**config.mk**
```make
export PLATFORM = sky130hd
export DESIGN_NAME = drs_ref_selector
export DESIGN_NICKNAME = d
export VERILOG_FILES = /design/src/design/drs_pkg.sv /design/src/design/drs_ref_selector.sv
export SDC_FILE = /design/constraint.sdc
export NUM_CORES = 1
export LEC_CHECK = 0
export ABC_AREA = 1
export CORE_MARGIN = 2
export CORE_UTILIZATION = 29
export CTS_CLUSTER_DIAMETER = 40
export CTS_CLUSTER_SIZE = 8
export DETAILED_ROUTE_END_ITERATION = 7
export DONT_BUFFER_PORTS = 1
export PLACE_DENSITY = 0.41
export SYNTH_ARGS = -nofsm -noshare
export SYNTH_HDL_FRONTEND = slang
export SYNTH_SLANG_ARGS = --single-unit
```
**constraint.sdc**
```tcl
create_clock -name clk -period 12.1 [get_ports clk]
set_clock_uncertainty 0.1 [all_clocks]
set_input_delay 2.42 -clock clk [delete_from_list [all_inputs] [get_ports clk]]
set_output_delay 2.42 -clock clk [all_outputs]
set_load 0.02 [all_outputs]
```
**src/design/drs_pkg.sv**
```systemverilog
package drs_pkg;
  // Register byte offsets
  localparam logic [7:0] OFF_CTRL = 8'h00;
  localparam logic [7:0] OFF_PRIO = 8'h04;
  localparam logic [7:0] OFF_STAT = 8'h08;
  localparam logic [7:0] OFF_CHG = 8'h0C;
  localparam logic [7:0] OFF_LB = 8'h10;
  // Reference codes
  localparam logic [1:0] REF_NONE = 2'h0;
  localparam logic [1:0] REF_A = 2'h1;
  localparam logic [1:0] REF_B = 2'h2;
  // Reset values
  localparam logic [31:0] CTRL_RST = 32'h0000_0000;
  localparam logic [3:0] PRIO_A_RST = 4'h1;
  localparam logic [3:0] PRIO_B_RST = 4'h2;
  localparam logic [3:0] PRIO_OFF = 4'h0;
  localparam logic [7:0] LB_UP_RST = 8'h08;
  localparam logic [7:0] LB_LO_RST = 8'h01;
  // Field positions outside the structs
  localparam int unsigned CHG_SELECTED_REF_FAILED_FLAG_BIT = 4;
  localparam int unsigned LB_LO_LSB = 8;
  localparam int unsigned PRIO_B_LSB = 4;
  // Rank codes: lower is better
  localparam logic [4:0] RANK_FORCED = 5'h00;
  localparam logic [4:0] RANK_NONE = 5'h1F;
  // Frequency limit below which switching is slope limited
  localparam logic [7:0] PPM_LIMIT = 8'h1E;
  // Missing-cycle limits per frequency band
  localparam logic [4:0] MISS_BAND0 = 5'h02;
  localparam logic [4:0] MISS_BAND1 = 5'h04;
  localparam logic [4:0] MISS_BAND2 = 5'h08;
  localparam logic [4:0] MISS_BAND3 = 5'h10;
  // Phase slope window and step
  localparam int unsigned CLK_PERIOD_NS = 50;
  localparam int unsigned SLOPE_WINDOW_NS = 1326000;
  localparam int unsigned SLOPE_STEP_NS = 81;
  localparam int unsigned SLOPE_WINDOW_CYC_DEF = SLOPE_WINDOW_NS / CLK_PERIOD_NS;
  localparam int unsigned SLOPE_STEP_CYC =
    (SLOPE_STEP_NS / CLK_PERIOD_NS) < 1 ? 1 : SLOPE_STEP_NS / CLK_PERIOD_NS;

  typedef struct packed {
    logic [7:0] rsvdD;
    logic [7:0] freqLim;
    logic [1:0] bandB;
    logic [1:0] bandA;
    logic rsvdC;
    logic phase_buildout_enable;
    logic [1:0] sqEn;
    logic [1:0] rsvdB;
    logic [1:0] forceSel;
    logic rsvdA;
    logic pin_select_mode_enable;
    logic ultrafast_switch_enable;
    logic return_to_best_enable;
  } drs_ctrl_t;

  typedef struct packed {
    logic [1:0] top;
    logic [1:0] sel;
  } drs_selstat_t;

  typedef struct packed {
    logic [10:0] rsvdD;
    logic phaseLim;
    logic [1:0] rsvdC;
    logic [1:0] actAlarm;
    logic [5:0] rsvdB;
    logic [1:0] sel;
    logic [1:0] rsvdA;
    logic [1:0] top;
    logic [1:0] rsvd0;
    logic [1:0] valid;
  } drs_stat_t;
endpackage

```
**src/design/drs_ref_selector.sv**
```systemverilog
// Function
// RULE1: Squelch enable per input; squelch pin A kills input A, pin B kills B.
// RULE2: Priority zero disables an input; it is never selectable.
// RULE3: Priority 1 is best, priority 15 is worst.
// RULE4: Reset gives input A priority 1 and input B priority 2.
// RULE5: Automatic mode selects the best-ranked input that is valid right now.
// RULE6: Status register shows top valid entry and the selected reference.
// RULE7: Equal priorities follow a circular list; failed members are skipped.
// RULE8: Equal-priority switching is nonrevertive; return_to_best_enable is ignored among ties.
// RULE9: Revertive mode switches at once to a better newly valid input.
// RULE10: Nonrevertive mode only updates the top entry, selection stays.
// RULE11: Selected reference invalid means switch to best valid input.
// RULE12: Input becoming valid sets its latched change bit.
// RULE13: Software pulses return_to_best_enable to make a planned switch in nonrevertive mode.
// RULE14: Force field zero is automatic; nonzero gives that input top rank.
// RULE15: Ultra-fast mode fills the bucket, switches, sets selected-failed flag.
// RULE16: Ultra-fast switch sends the loop straight to prelocked 2.
// RULE17: Software should keep nonrevertive mode while ultra-fast is on.
// RULE18: Pin-select mode: pin high picks A, low picks B, validity ignored.
// RULE19: Pin-select mode drives only the selected field; top stays automatic.
// RULE20: Software must give both inputs nonzero priority in pin-select mode.
// RULE21: Build-out or limit below 30ppm keeps phase slope under 81ns/1.326ms.
// RULE22: Fast monitor fails after 2, 4, 8 or 16 missing cycles by band.
// RULE23: Bucket at alarm threshold sets activity alarm and invalidates input.
//
// Our own choices: the APB interface to the registers and the address map.
module drs_ref_selector #(
  parameter int unsigned SLOPE_WINDOW_CYC = drs_pkg::SLOPE_WINDOW_CYC_DEF
) (
  // Clock and reset
  input wire logic clk,
  input wire logic nrst,
  // APB slave
  input wire logic psel,
  input wire logic penable,
  input wire logic pwrite,
  input wire logic [7:0] paddr,
  input wire logic [31:0] pwdata,
  output logic [31:0] prdata,
  output logic pready,
  output logic pslverr,
  // Pins
  input wire logic squelchPinA,
  input wire logic squelchPinB,
  input wire logic selectPin,
  // Input monitors, same clock
  input wire logic [1:0] monValid,
  input wire logic [1:0] actFill,
  input wire logic [1:0] actLeak,
  input wire logic [4:0] missCount,
  // Loop side
  output logic [1:0] selected_ref_field,
  output logic selRefValid,
  output logic refSwitch,
  output logic ufSwitch,
  output logic selected_ref_failed_flag,
  output logic phaseLimit,
  output logic slopeTick
);
  localparam int unsigned WIN_W = $clog2(SLOPE_WINDOW_CYC + 1);

  logic [1:0] rstSync_reg;
  logic rstN;
  logic [2:0] pinMeta_reg;
  logic [2:0] pinSync_reg;
  drs_pkg::drs_ctrl_t ctrl_reg;
  logic [7:0] prio_reg;
  logic [15:0] lb_reg;
  logic [1:0] chg_reg;
  logic selected_ref_failed_flag_reg;
  logic [1:0] sel_reg;
  logic [1:0] usablePrev_reg;
  logic fastFailPrev_reg;
  logic ufPending_reg;
  logic [7:0] acc_reg [2];
  logic [1:0] actAlarm_reg;
  logic [WIN_W-1:0] win_reg;
  logic [31:0] prdata_reg;
  logic pready_reg;
  logic pslverr_reg;
  logic selValid_reg;
  logic refSwitch_reg;
  logic ufSwitch_reg;
  logic phaseLimit_reg;
  logic slopeTick_reg;

  logic [1:0] usable;
  logic [1:0] squelch;
  logic [4:0] rankA;
  logic [4:0] rankB;
  logic [4:0] topRank;
  logic [4:0] selRank;
  drs_pkg::drs_selstat_t selStat;
  logic [1:0] sel_next;
  logic fastFail;
  logic failEvt;
  logic setup;
  logic wrEn;
  logic mapped;
  logic [31:0] rdMux;
  drs_pkg::drs_stat_t stat;

  function automatic logic [4:0] rankOf(input logic [3:0] prio, input logic forced,
                                        input logic ok);
    rankOf = !ok ? drs_pkg::RANK_NONE
           : forced ? drs_pkg::RANK_FORCED // RULE14
           : {1'b0, prio}; // RULE3
  endfunction

  function automatic logic [4:0] missLimit(input logic [1:0] band);
    case (band)
      2'h0: missLimit = drs_pkg::MISS_BAND0; // RULE22
      2'h1: missLimit = drs_pkg::MISS_BAND1; // RULE22
      2'h2: missLimit = drs_pkg::MISS_BAND2; // RULE22
      default: missLimit = drs_pkg::MISS_BAND3; // RULE22
    endcase
  endfunction

  // Reset release through two flops
  always_ff @(posedge clk or negedge nrst)
  begin
    if (!nrst)
      rstSync_reg <= 2'h0;
    else
      rstSync_reg <= {rstSync_reg[0], 1'b1};
  end
  assign rstN = rstSync_reg[1];

  // Pins are asynchronous; only the second stage is read
  always_ff @(posedge clk or negedge rstN)
  begin
    if (!rstN)
    begin
      pinMeta_reg <= 3'h0;
      pinSync_reg <= 3'h0;
    end
    else
    begin
      pinMeta_reg <= {selectPin, squelchPinB, squelchPinA};
      pinSync_reg <= pinMeta_reg;
    end
  end

  // Validity of each input
  assign squelch = ctrl_reg.sqEn & pinSync_reg[1:0]; // RULE1
  assign usable[0] = (prio_reg[3:0] != drs_pkg::PRIO_OFF) && monValid[0] // RULE2
                     && !actAlarm_reg[0] && !squelch[0]; // RULE23
  assign usable[1] = (prio_reg[7:4] != drs_pkg::PRIO_OFF) && monValid[1] // RULE2
                     && !actAlarm_reg[1] && !squelch[1]; // RULE23

  assign rankA = rankOf(prio_reg[3:0], ctrl_reg.forceSel == drs_pkg::REF_A, usable[0]);
  assign rankB = rankOf(prio_reg[7:4], ctrl_reg.forceSel == drs_pkg::REF_B, usable[1]);

  // Priority table and selection
  always_comb
  begin
    selStat.top = drs_pkg::REF_NONE;
    topRank = drs_pkg::RANK_NONE;
    if (rankA < rankB)
    begin
      selStat.top = drs_pkg::REF_A; // RULE5
      topRank = rankA;
    end
    else if (rankB < rankA)
    begin
      selStat.top = drs_pkg::REF_B; // RULE5
      topRank = rankB;
    end
    else if (rankA != drs_pkg::RANK_NONE)
    begin
      // Tie: keep the current member, else the list head
      selStat.top = (sel_reg == drs_pkg::REF_B) ? drs_pkg::REF_B : drs_pkg::REF_A; // RULE7
      topRank = rankA;
    end
    selRank = drs_pkg::RANK_NONE;
    if (sel_reg == drs_pkg::REF_A)
      selRank = rankA;
    else if (sel_reg == drs_pkg::REF_B)
      selRank = rankB;
    if (ctrl_reg.pin_select_mode_enable)
      sel_next = pinSync_reg[2] ? drs_pkg::REF_A : drs_pkg::REF_B; // RULE18
    else if (selRank == drs_pkg::RANK_NONE)
      sel_next = selStat.top; // RULE11
    // Strictly better only, so ties never return_to_best_enable
    else if (ctrl_reg.return_to_best_enable && (topRank < selRank))
      sel_next = selStat.top; // RULE9 RULE8
    else
      sel_next = sel_reg; // RULE10
    selStat.sel = sel_reg;
  end

  always_ff @(posedge clk or negedge rstN)
  begin
    if (!rstN)
      sel_reg <= drs_pkg::REF_NONE;
    else
      sel_reg <= sel_next; // RULE19
  end

  // Fast activity failure on the selected input
  assign fastFail = (sel_reg == drs_pkg::REF_A) ? (missCount >= missLimit(ctrl_reg.bandA))
                  : (sel_reg == drs_pkg::REF_B) ? (missCount >= missLimit(ctrl_reg.bandB))
                  : 1'b0; // RULE22
  assign failEvt = fastFail && !fastFailPrev_reg;

  always_ff @(posedge clk or negedge rstN)
  begin
    if (!rstN)
    begin
      fastFailPrev_reg <= 1'b0;
      ufPending_reg <= 1'b0;
    end
    else
    begin
      fastFailPrev_reg <= fastFail;
      if (sel_next != sel_reg)
        ufPending_reg <= 1'b0;
      else if (failEvt && ctrl_reg.ultrafast_switch_enable)
        ufPending_reg <= 1'b1; // RULE16
    end
  end

  // Activity buckets, one per input
  for (genvar i = 0; i < 2; i++)
  begin : gBucket
    always_ff @(posedge clk or negedge rstN)
    begin
      if (!rstN)
      begin
        acc_reg[i] <= 8'h00;
        actAlarm_reg[i] <= 1'b0;
      end
      else
      begin
        if (ctrl_reg.ultrafast_switch_enable && failEvt && (sel_reg == 2'(i + 1)))
          acc_reg[i] <= lb_reg[7:0]; // RULE15
        else if (actFill[i] && (acc_reg[i] < lb_reg[7:0]))
          acc_reg[i] <= acc_reg[i] + 8'h01;
        else if (actLeak[i] && !actFill[i] && (acc_reg[i] != 8'h00))
          acc_reg[i] <= acc_reg[i] - 8'h01;
        if (acc_reg[i] >= lb_reg[7:0])
          actAlarm_reg[i] <= 1'b1; // RULE23
        else if (acc_reg[i] <= lb_reg[15:8])
          actAlarm_reg[i] <= 1'b0;
      end
    end
  end

  // Phase slope window for the loop
  always_ff @(posedge clk or negedge rstN)
  begin
    if (!rstN)
    begin
      win_reg <= '0;
      slopeTick_reg <= 1'b0;
      phaseLimit_reg <= 1'b0;
    end
    else
    begin
      phaseLimit_reg <= ctrl_reg.phase_buildout_enable || (ctrl_reg.freqLim < drs_pkg::PPM_LIMIT); // RULE21
      slopeTick_reg <= 1'b0;
      if (win_reg == WIN_W'(SLOPE_WINDOW_CYC - 1))
      begin
        win_reg <= '0;
        slopeTick_reg <= phaseLimit_reg; // RULE21
      end
      else
      begin
        win_reg <= win_reg + 1'b1;
      end
    end
  end

  // Loop-facing outputs
  always_ff @(posedge clk or negedge rstN)
  begin
    if (!rstN)
    begin
      selValid_reg <= 1'b0;
      refSwitch_reg <= 1'b0;
      ufSwitch_reg <= 1'b0;
      usablePrev_reg <= 2'h0;
    end
    else
    begin
      selValid_reg <= (sel_next == drs_pkg::REF_A) ? usable[0]
                    : (sel_next == drs_pkg::REF_B) ? usable[1] : 1'b0;
      refSwitch_reg <= sel_next != sel_reg;
      ufSwitch_reg <= (sel_next != sel_reg) && ufPending_reg; // RULE16
      usablePrev_reg <= usable;
    end
  end

  // APB: zero-wait, answer in the access phase
  assign setup = psel && !penable;
  assign wrEn = psel && penable && pready_reg && pwrite;
  assign mapped = (paddr == drs_pkg::OFF_CTRL) || (paddr == drs_pkg::OFF_PRIO)
               || (paddr == drs_pkg::OFF_STAT) || (paddr == drs_pkg::OFF_CHG)
               || (paddr == drs_pkg::OFF_LB);

  always_comb
  begin
    stat = '0;
    stat.valid = usable;
    stat.top = selStat.top; // RULE6
    stat.sel = selStat.sel; // RULE6
    stat.actAlarm = actAlarm_reg;
    stat.phaseLim = phaseLimit_reg;
    case (paddr)
      drs_pkg::OFF_CTRL: rdMux = ctrl_reg;
      drs_pkg::OFF_PRIO: rdMux = {24'h000000, prio_reg};
      drs_pkg::OFF_STAT: rdMux = stat;
      drs_pkg::OFF_CHG: rdMux = {27'h0000000, selected_ref_failed_flag_reg, 2'h0, chg_reg};
      drs_pkg::OFF_LB: rdMux = {16'h0000, lb_reg};
      default: rdMux = 32'h0000_0000;
    endcase
  end

  always_ff @(posedge clk or negedge rstN)
  begin
    if (!rstN)
    begin
      pready_reg <= 1'b0;
      pslverr_reg <= 1'b0;
      prdata_reg <= 32'h0000_0000;
    end
    else
    begin
      pready_reg <= setup;
      pslverr_reg <= setup && !mapped;
      prdata_reg <= (setup && !pwrite) ? rdMux : 32'h0000_0000;
    end
  end

  // Configuration registers; reserved bits stay zero
  always_ff @(posedge clk or negedge rstN)
  begin
    if (!rstN)
    begin
      ctrl_reg <= drs_pkg::CTRL_RST;
      prio_reg <= {drs_pkg::PRIO_B_RST, drs_pkg::PRIO_A_RST}; // RULE4
      lb_reg <= {drs_pkg::LB_LO_RST, drs_pkg::LB_UP_RST};
    end
    else if (wrEn)
    begin
      if (paddr == drs_pkg::OFF_CTRL)
      begin
        ctrl_reg <= pwdata;
        ctrl_reg.rsvdA <= 1'b0;
        ctrl_reg.rsvdB <= 2'h0;
        ctrl_reg.rsvdC <= 1'b0;
        ctrl_reg.rsvdD <= 8'h00;
      end
      if (paddr == drs_pkg::OFF_PRIO)
      begin
        prio_reg <= pwdata[7:0];
      end
      if (paddr == drs_pkg::OFF_LB)
      begin
        lb_reg <= pwdata[15:0];
      end
    end
  end

  // Sticky flags: write one clears, a new event wins
  always_ff @(posedge clk or negedge rstN)
  begin
    if (!rstN)
    begin
      chg_reg <= 2'h0;
      selected_ref_failed_flag_reg <= 1'b0;
    end
    else
    begin
      chg_reg <= (chg_reg & ~((wrEn && paddr == drs_pkg::OFF_CHG) ? pwdata[1:0] : 2'h0))
                 | (usable & ~usablePrev_reg); // RULE12
      if (failEvt)
        selected_ref_failed_flag_reg <= 1'b1; // RULE15
      else if (wrEn && (paddr == drs_pkg::OFF_CHG) && pwdata[drs_pkg::CHG_SELECTED_REF_FAILED_FLAG_BIT])
        selected_ref_failed_flag_reg <= 1'b0;
    end
  end

  assign prdata = prdata_reg;
  assign pready = pready_reg;
  assign pslverr = pslverr_reg;
  assign selected_ref_field = sel_reg;
  assign selRefValid = selValid_reg;
  assign refSwitch = refSwitch_reg;
  assign ufSwitch = ufSwitch_reg;
  assign selected_ref_failed_flag = selected_ref_failed_flag_reg;
  assign phaseLimit = phaseLimit_reg;
  assign slopeTick = slopeTick_reg;
endmodule

```
==> results of run 1 <==
-- logic make-up (layout without fill, tap and decap cells) --
| group | after synthesis | after routing | synth area share |
|---|---|---|---|
| other | 2 | 9 | 0.00102 |
| AO/OA/AOI/OAI | 162 | 162 | 0.126 |
| AND/OR/NAND/NOR | 372 | 372 | 0.232 |
| XOR/XNOR | 8 | 8 | 0.00955 |
| adder cells (fa/ha/maj) | 64 | 64 | 0.111 |
| multiplexers | 6 | 6 | 0.00921 |
| buffers and inverters | 149 | 160 | 0.0842 |
| flip-flops | 125 | 125 | 0.427 |
-- cell usage after synthesis, types with 9 or more instances --
cell type / count / share of area
nand4_1: 11 / 0.0094
ha_1: 62 / 0.11
inv_2: 11 / 0.0056
dfrtp_1: 121 / 0.41
buf_4: 11 / 0.011
inv_1: 114 / 0.058
nand2_1: 193 / 0.099
nand2_2: 9 / 0.0077
nor2_2: 12 / 0.010
nor3_1: 14 / 0.0095
nand3_1: 34 / 0.023
o21ai_1: 19 / 0.013
nor2_1: 68 / 0.035
a21oi_1: 46 / 0.031
o21ai_0: 57 / 0.039
-- cell type report --
type	count	area share
clock inverters	12	0.0247
flip-flops and latches	125	0.377
well taps	330	0.0496
inverters	126	0.0568
repair buffers	2	0.00180
clock buffers	20	0.0561
multi-input cells	621	0.434
-- critical path, delay by kind of cell --
kind	cells	cell delay, ns
AND/OR/NAND/NOR	21	2.14
AO/OA/AOI/OAI	2	0.39
adder cells (fa/ha/maj)	2	0.63
buffers and inverters	2	0.26
-- worst max path at each step --
stage | endpoint | from | slack, ns | depth (start not counted)
after detailed placement | ufPending_reg | monValid[1] | 6.01 | 27
after CTS | ufPending_reg | monValid[1] | 6.46 | 27
after global placement | ufSwitch | monValid[1] | 6.00 | 26
after global routing | ufSwitch | monValid[1] | 6.00 | 26
after floorplan | ufPending_reg | monValid[1] | 6.79 | 29
final | ufPending_reg | monValid[1] | 6.45 | 27
-- per-layer routing --
metal / track usage / share of wire
met1: 0.216 / 0.48
met2: 0.262 / 0.47
met3: 0.0383 / 0.039
met5: 0 / 0
met4: 0.0563 / 0.016
-- metrics by stage --
stage                util  cell area [µm²]  power [W]  hold WS [ns]  setup WS (ns)
floorplan               -             7360   0.000880         0.231           6.79
global placement    0.306             7650   0.000985         0.237           6.00
detailed placement  0.306             7650   0.000986         0.240           6.01
CTS                 0.332             8320    0.00158         0.254           6.46
global route        0.332             8320    0.00168         0.254           6.00
finish              0.332             8320    0.00156         0.250           6.45
-- report_power, final --
part	switching [W]	total [W]	internal, W	leakage [nW]
logic	0.000261	0.000459	0.000197	1.88
clock network	0.000203	0.000587	0.000384	0.324
registers	0.0000642	0.000516	0.000452	1.63
total	0.000528	0.00156	0.00103	3.84
==> metrics.txt, run 1 <==
status=finished, final reports clean; die area=0.0266 mm²; count of state elements after synthesis=125; WL/cell=16.7 µm; RSZ-0062 raised after global routing=false; type of the worst setup path=in2reg; Post-synth EDFFs=0; gr usage total=0.163; clock transition at the registers of the reported paths=0.06 ns; fillers=2,662; vias after detailed routing=5,760; CTS Root Buffer Type=clkbuf_16; reg2reg end=ufPending_reg; worst path required time=12.32 ns; antenna diode count=0; sequential area share after synthesis=0.427; Area Overhead vs Synth=13.4%; top_reg_cell synth=dfrtp_1; initial antenna violation count=0; HPWL after DPL=15,600 µm; site row count=58; final wirelength=20,600 µm; synthesized instance count=888; worst-case clock buffer depth=2; post-CTS setup buffer count=0; hold path endpoint=rstSync_reg[1]; vias in the first global route=5,761; setup_tns=0 ns; Max-slew headroom=0.425; CP dominant cell by count=nand2_1; DRT Pass-1 Iters=5; post-route minimum period=5.65 ns; Slew Viols, Final=0; Reg-to-Reg Start=actAlarm_reg[1]; area of the multi-input gates=0.00361 mm²; grt ovf=0; Unique masters post-synth=53; I/O Pins=101; r2r setup slk=7.98 ns; count of cells resized by post-cts repair=0; Post-Syn Area per Cell=8.26 µm²; FF-to-FF path depth=28; Hold Path Class=reg2reg; CP arrival=5.86 ns; Die X=163 µm; DRC Markers=0; Post-Synthesis Cell Area=0.00734 mm²; CP max-delay cell=ha_1; Max-cap violations=0; most frequent cells in the layout=nand2_1 (193), dfrtp_1 (120), inv_1 (114), nor2_1 (68), ha_1 (62); Worst path max stage delay=0.32 ns; Setup crit start kind=input port; core area=0.0250 mm²; non-filler cells, final=1,236; Ys Warns=0; VDD IR max=0.0988 mV; Sinks on Clock Net=125; fmax=177 MHz; first-pass GRT wire length=32,800 µm; share of layout cells above drive strength 1=0.117; final setup vio count=0; placed cells=1,204; Initial Util=0.293; Worst Max-Slew Pin Slew=0.861 ns; PortBufs=0; DRT antenna net count=0; largest net degree at the start of global routing=64; 1st-iter DRT viols=302; post-route clock period utilization=0.467; crit-path max FO=11; ys async rst share=1.00; nets=1,016; GP Congestion=0.803; Hold Startpoint=rstSync_reg[0]; pwr dens=188 mW/mm²; die height=163 µm; hold path depth=0; Hold Vio Cnt, Final=0; Largest register FFs=24; H-tree depth=4; DR vias/cell=4.66; commonest non-fill, non-tap cell in the layout=nand2_1; CP Capture Type=register; Register Area=0.00314 mm²; TritonCTS clock tree=yes; P_leak=3.84 nW; worst-skew pair later-pin latency=0.42 ns; hold buffers post-CTS=0; Num CTS Buffers=17
Power figures use the tool's default switching activity.
==> run 2: changes to the inputs <==
Clock period 12.1 ns to 5.85 ns, I/O delays scaled along.
==> run 2 against run 1 <==
- design area is 0.96% lower
- highest routed layer unchanged
- non-clock buffer count stayed put
- largest power group is now registers
- combinational power grew 110%
- worst setup slack got worse by 5.0 ns
==> metrics.txt, run 2 (same netlist as run 1, synthesis figures left out) <==
status=finished, final reports clean; worst-case clock buffer depth=2 (unchanged); largest net degree at the start of global routing=70 (+9.4%); die area=0.0266 mm² (unchanged); worst path required time=6.10 ns (-6.22 ns); VDD IR max=0.201 mV (+100%); non-filler cells, final=1,237 (+0.081%); core area=0.0250 mm² (unchanged); FF-to-FF path depth=27 (-3.6%); Largest register FFs=24 (unchanged); DRT antenna net count=0 (unchanged); HPWL after DPL=15,700 µm (+0.56%); Die X=163 µm (unchanged); hold path endpoint=pinSync_reg[1]; RSZ-0062 raised after global routing=false; Initial Util=0.293 (unchanged); Area Overhead vs Synth=12.3%; Hold Vio Cnt, Final=0 (unchanged); final design utilization=0.329 (-0.00320); sequential share of power=0.345 (+0.014); clock power share=0.344 (-0.032); GP Congestion=0.806 (+0.44%); commonest non-fill, non-tap cell in the layout=nand2_1; I/O Pins=101 (unchanged); P_leak=3.79 nW (-1.3%); vias after detailed routing=5,756 (-0.069%); r2r setup slk=1.72 ns (-6.26 ns); initial antenna violation count=1 (+1); fmax=226 MHz; final wirelength=20,700 µm (+0.36%); post-route minimum period=4.42 ns; grt peak-use layer=met2; clock transition at the registers of the reported paths=0.06 ns (about the same); Setup crit start kind=input port; Worst Max-Slew Pin Slew=0.923 ns (+0.0614 ns); Max-cap violations=0 (unchanged); post-route clock period utilization=0.755; hold path depth=0 (unchanged); combinational share of power=0.310 (+0.016); Switching Share=0.358 (+0.0201); site row count=58 (unchanged); WL/cell=16.7 µm (+0.28%); crit-path max FO=11 (unchanged); M1 GR Usage=0.219 (+0.00221); post-CTS setup buffer count=0 (unchanged); Num CTS Buffers=17 (unchanged); final setup vio count=0 (unchanged); count of cells resized by post-cts repair=0 (unchanged); 1st-iter DRT viols=352 (+17%); Hold Startpoint=pinMeta_reg[1]; DRC Markers=0 (unchanged); Reg-to-Reg Start=actAlarm_reg[1]; first-pass GRT wire length=33,100 µm (+0.93%); pwr dens=374 mW/mm² (+99%); nets=1,016 (unchanged); net load switching power=0.00110 W (+110%); DR vias/cell=4.65 (-0.15%); CP Capture Type=register; H-tree depth=4 (unchanged); die height=163 µm (unchanged); Hold Path Class=reg2reg; DRT Pass-1 Iters=5 (unchanged); grt ovf=0 (unchanged); Sinks on Clock Net=125 (unchanged); gr usage total=0.164 (+0.000878); placed cells=1,204 (unchanged); P_int=0.00198 W (+91%); CP arrival=4.66 ns (-1.20 ns); hold buffers post-CTS=0 (unchanged); met2 GRT Util=0.269 (+0.00770); PortBufs=0 (unchanged); TritonCTS clock tree=yes; most frequent cells in the layout=nand2_1 (193), dfrtp_1 (120), inv_1 (114), nor2_1 (68), ha_1 (62); vias in the first global route=5,817 (+0.97%); worst-skew pair later-pin latency=0.42 ns (about the same); grt met3 use=0.0322 (-0.00609); setup_tns=0 ns (unchanged); reg2reg end=ufSwitch; CTS Root Buffer Type=clkbuf_16; share of layout cells above drive strength 1=0.117 (unchanged); Slew Viols, Final=0 (unchanged); type of the worst setup path=in2reg; Max-slew headroom=0.385 (-0.0403)
==> run 2: area by class of cell <==
cell class / count / area, µm²
clock inverters: 15 / 164
flip-flops and latches: 125 / 3140
repair buffers: 2 / 15.0
inverters: 126 / 473
clock buffers: 17 / 425
well taps: 330 / 413
fillers: 2680 / 16800
diodes: 1 / 2.50
multi-input cells: 621 / 3610
==> run 2: worst max-delay path: stages <==
cell and delay [ns]:
nand2_1 0.04, nor2_1 0.29, nand2_1 0.29, inv_1 0.20
nand2_1 0.12, ha_1 0.28, nand2_1 0.08, nor2_1 0.06
nand2_1 0.07, nand3_1 0.29, o21ai_0 0.27, inv_1 0.06
ha_1 0.32, nand2_1 0.09, nand2_1 0.05, nor2_1 0.08
nand2_1 0.05, a31oi_1 0.13, nand2_1 0.09, nand2_1 0.08
nand2_1 0.06, nand3_2 0.10, nand2_2 0.07, nand2_1 0.06
nand2_1 0.08, a21oi_1 0.15
==> run 2: how the worst max path moves through the flow <==
| stage | start | endpoint | slack (ns) | depth (start not counted) |
|---|---|---|---|---|
| detailed placement | monValid[1] | ufPending_reg | 0.99 | 27 |
| CTS | monValid[1] | ufPending_reg | 1.43 | 27 |
| finish | monValid[1] | ufSwitch | 1.43 | 26 |
| floorplan | monValid[1] | ufPending_reg | 1.79 | 29 |
| global placement | monValid[1] | ufPending_reg | 1.01 | 27 |
| global route | monValid[1] | ufSwitch | 0.90 | 26 |
==> run 2: metal layers <==
metal	vias up	wire length (µm)	share of wire
met5	-	0	0
met3	18	572	0.028
li1	2925	-	-
met2	82	9800	0.47
met4	0	328	0.016
met1	2731	9970	0.48
==> run 2: stage by stage <==
step / power (W) / area, µm² / hold WS, ns / setup WS, ns
6_report: 0.00308 / 8240 / 0.247 / 1.43
5_1_grt: 0.00334 / 8240 / 0.250 / 0.904
4_1_cts: 0.00313 / 8240 / 0.247 / 1.43
3_5_place_dp: 0.00204 / 7650 / 0.235 / 0.987
3_3_place_gp: 0.00203 / 7650 / 0.235 / 1.01
2_1_floorplan: 0.00182 / 7360 / 0.231 / 1.79
==> run 2: power by group through the flow <==
stage | sequential (W) | combinational (W) | clock [W]
after floorplan | 0.00103 | 0.000788 | 0
after global placement | 0.00108 | 0.000951 | 0
after detailed placement | 0.00108 | 0.000959 | 0
after CTS | 0.00107 | 0.000966 | 0.00109
after global routing | 0.00108 | 0.00113 | 0.00114
final | 0.00106 | 0.000956 | 0.00106
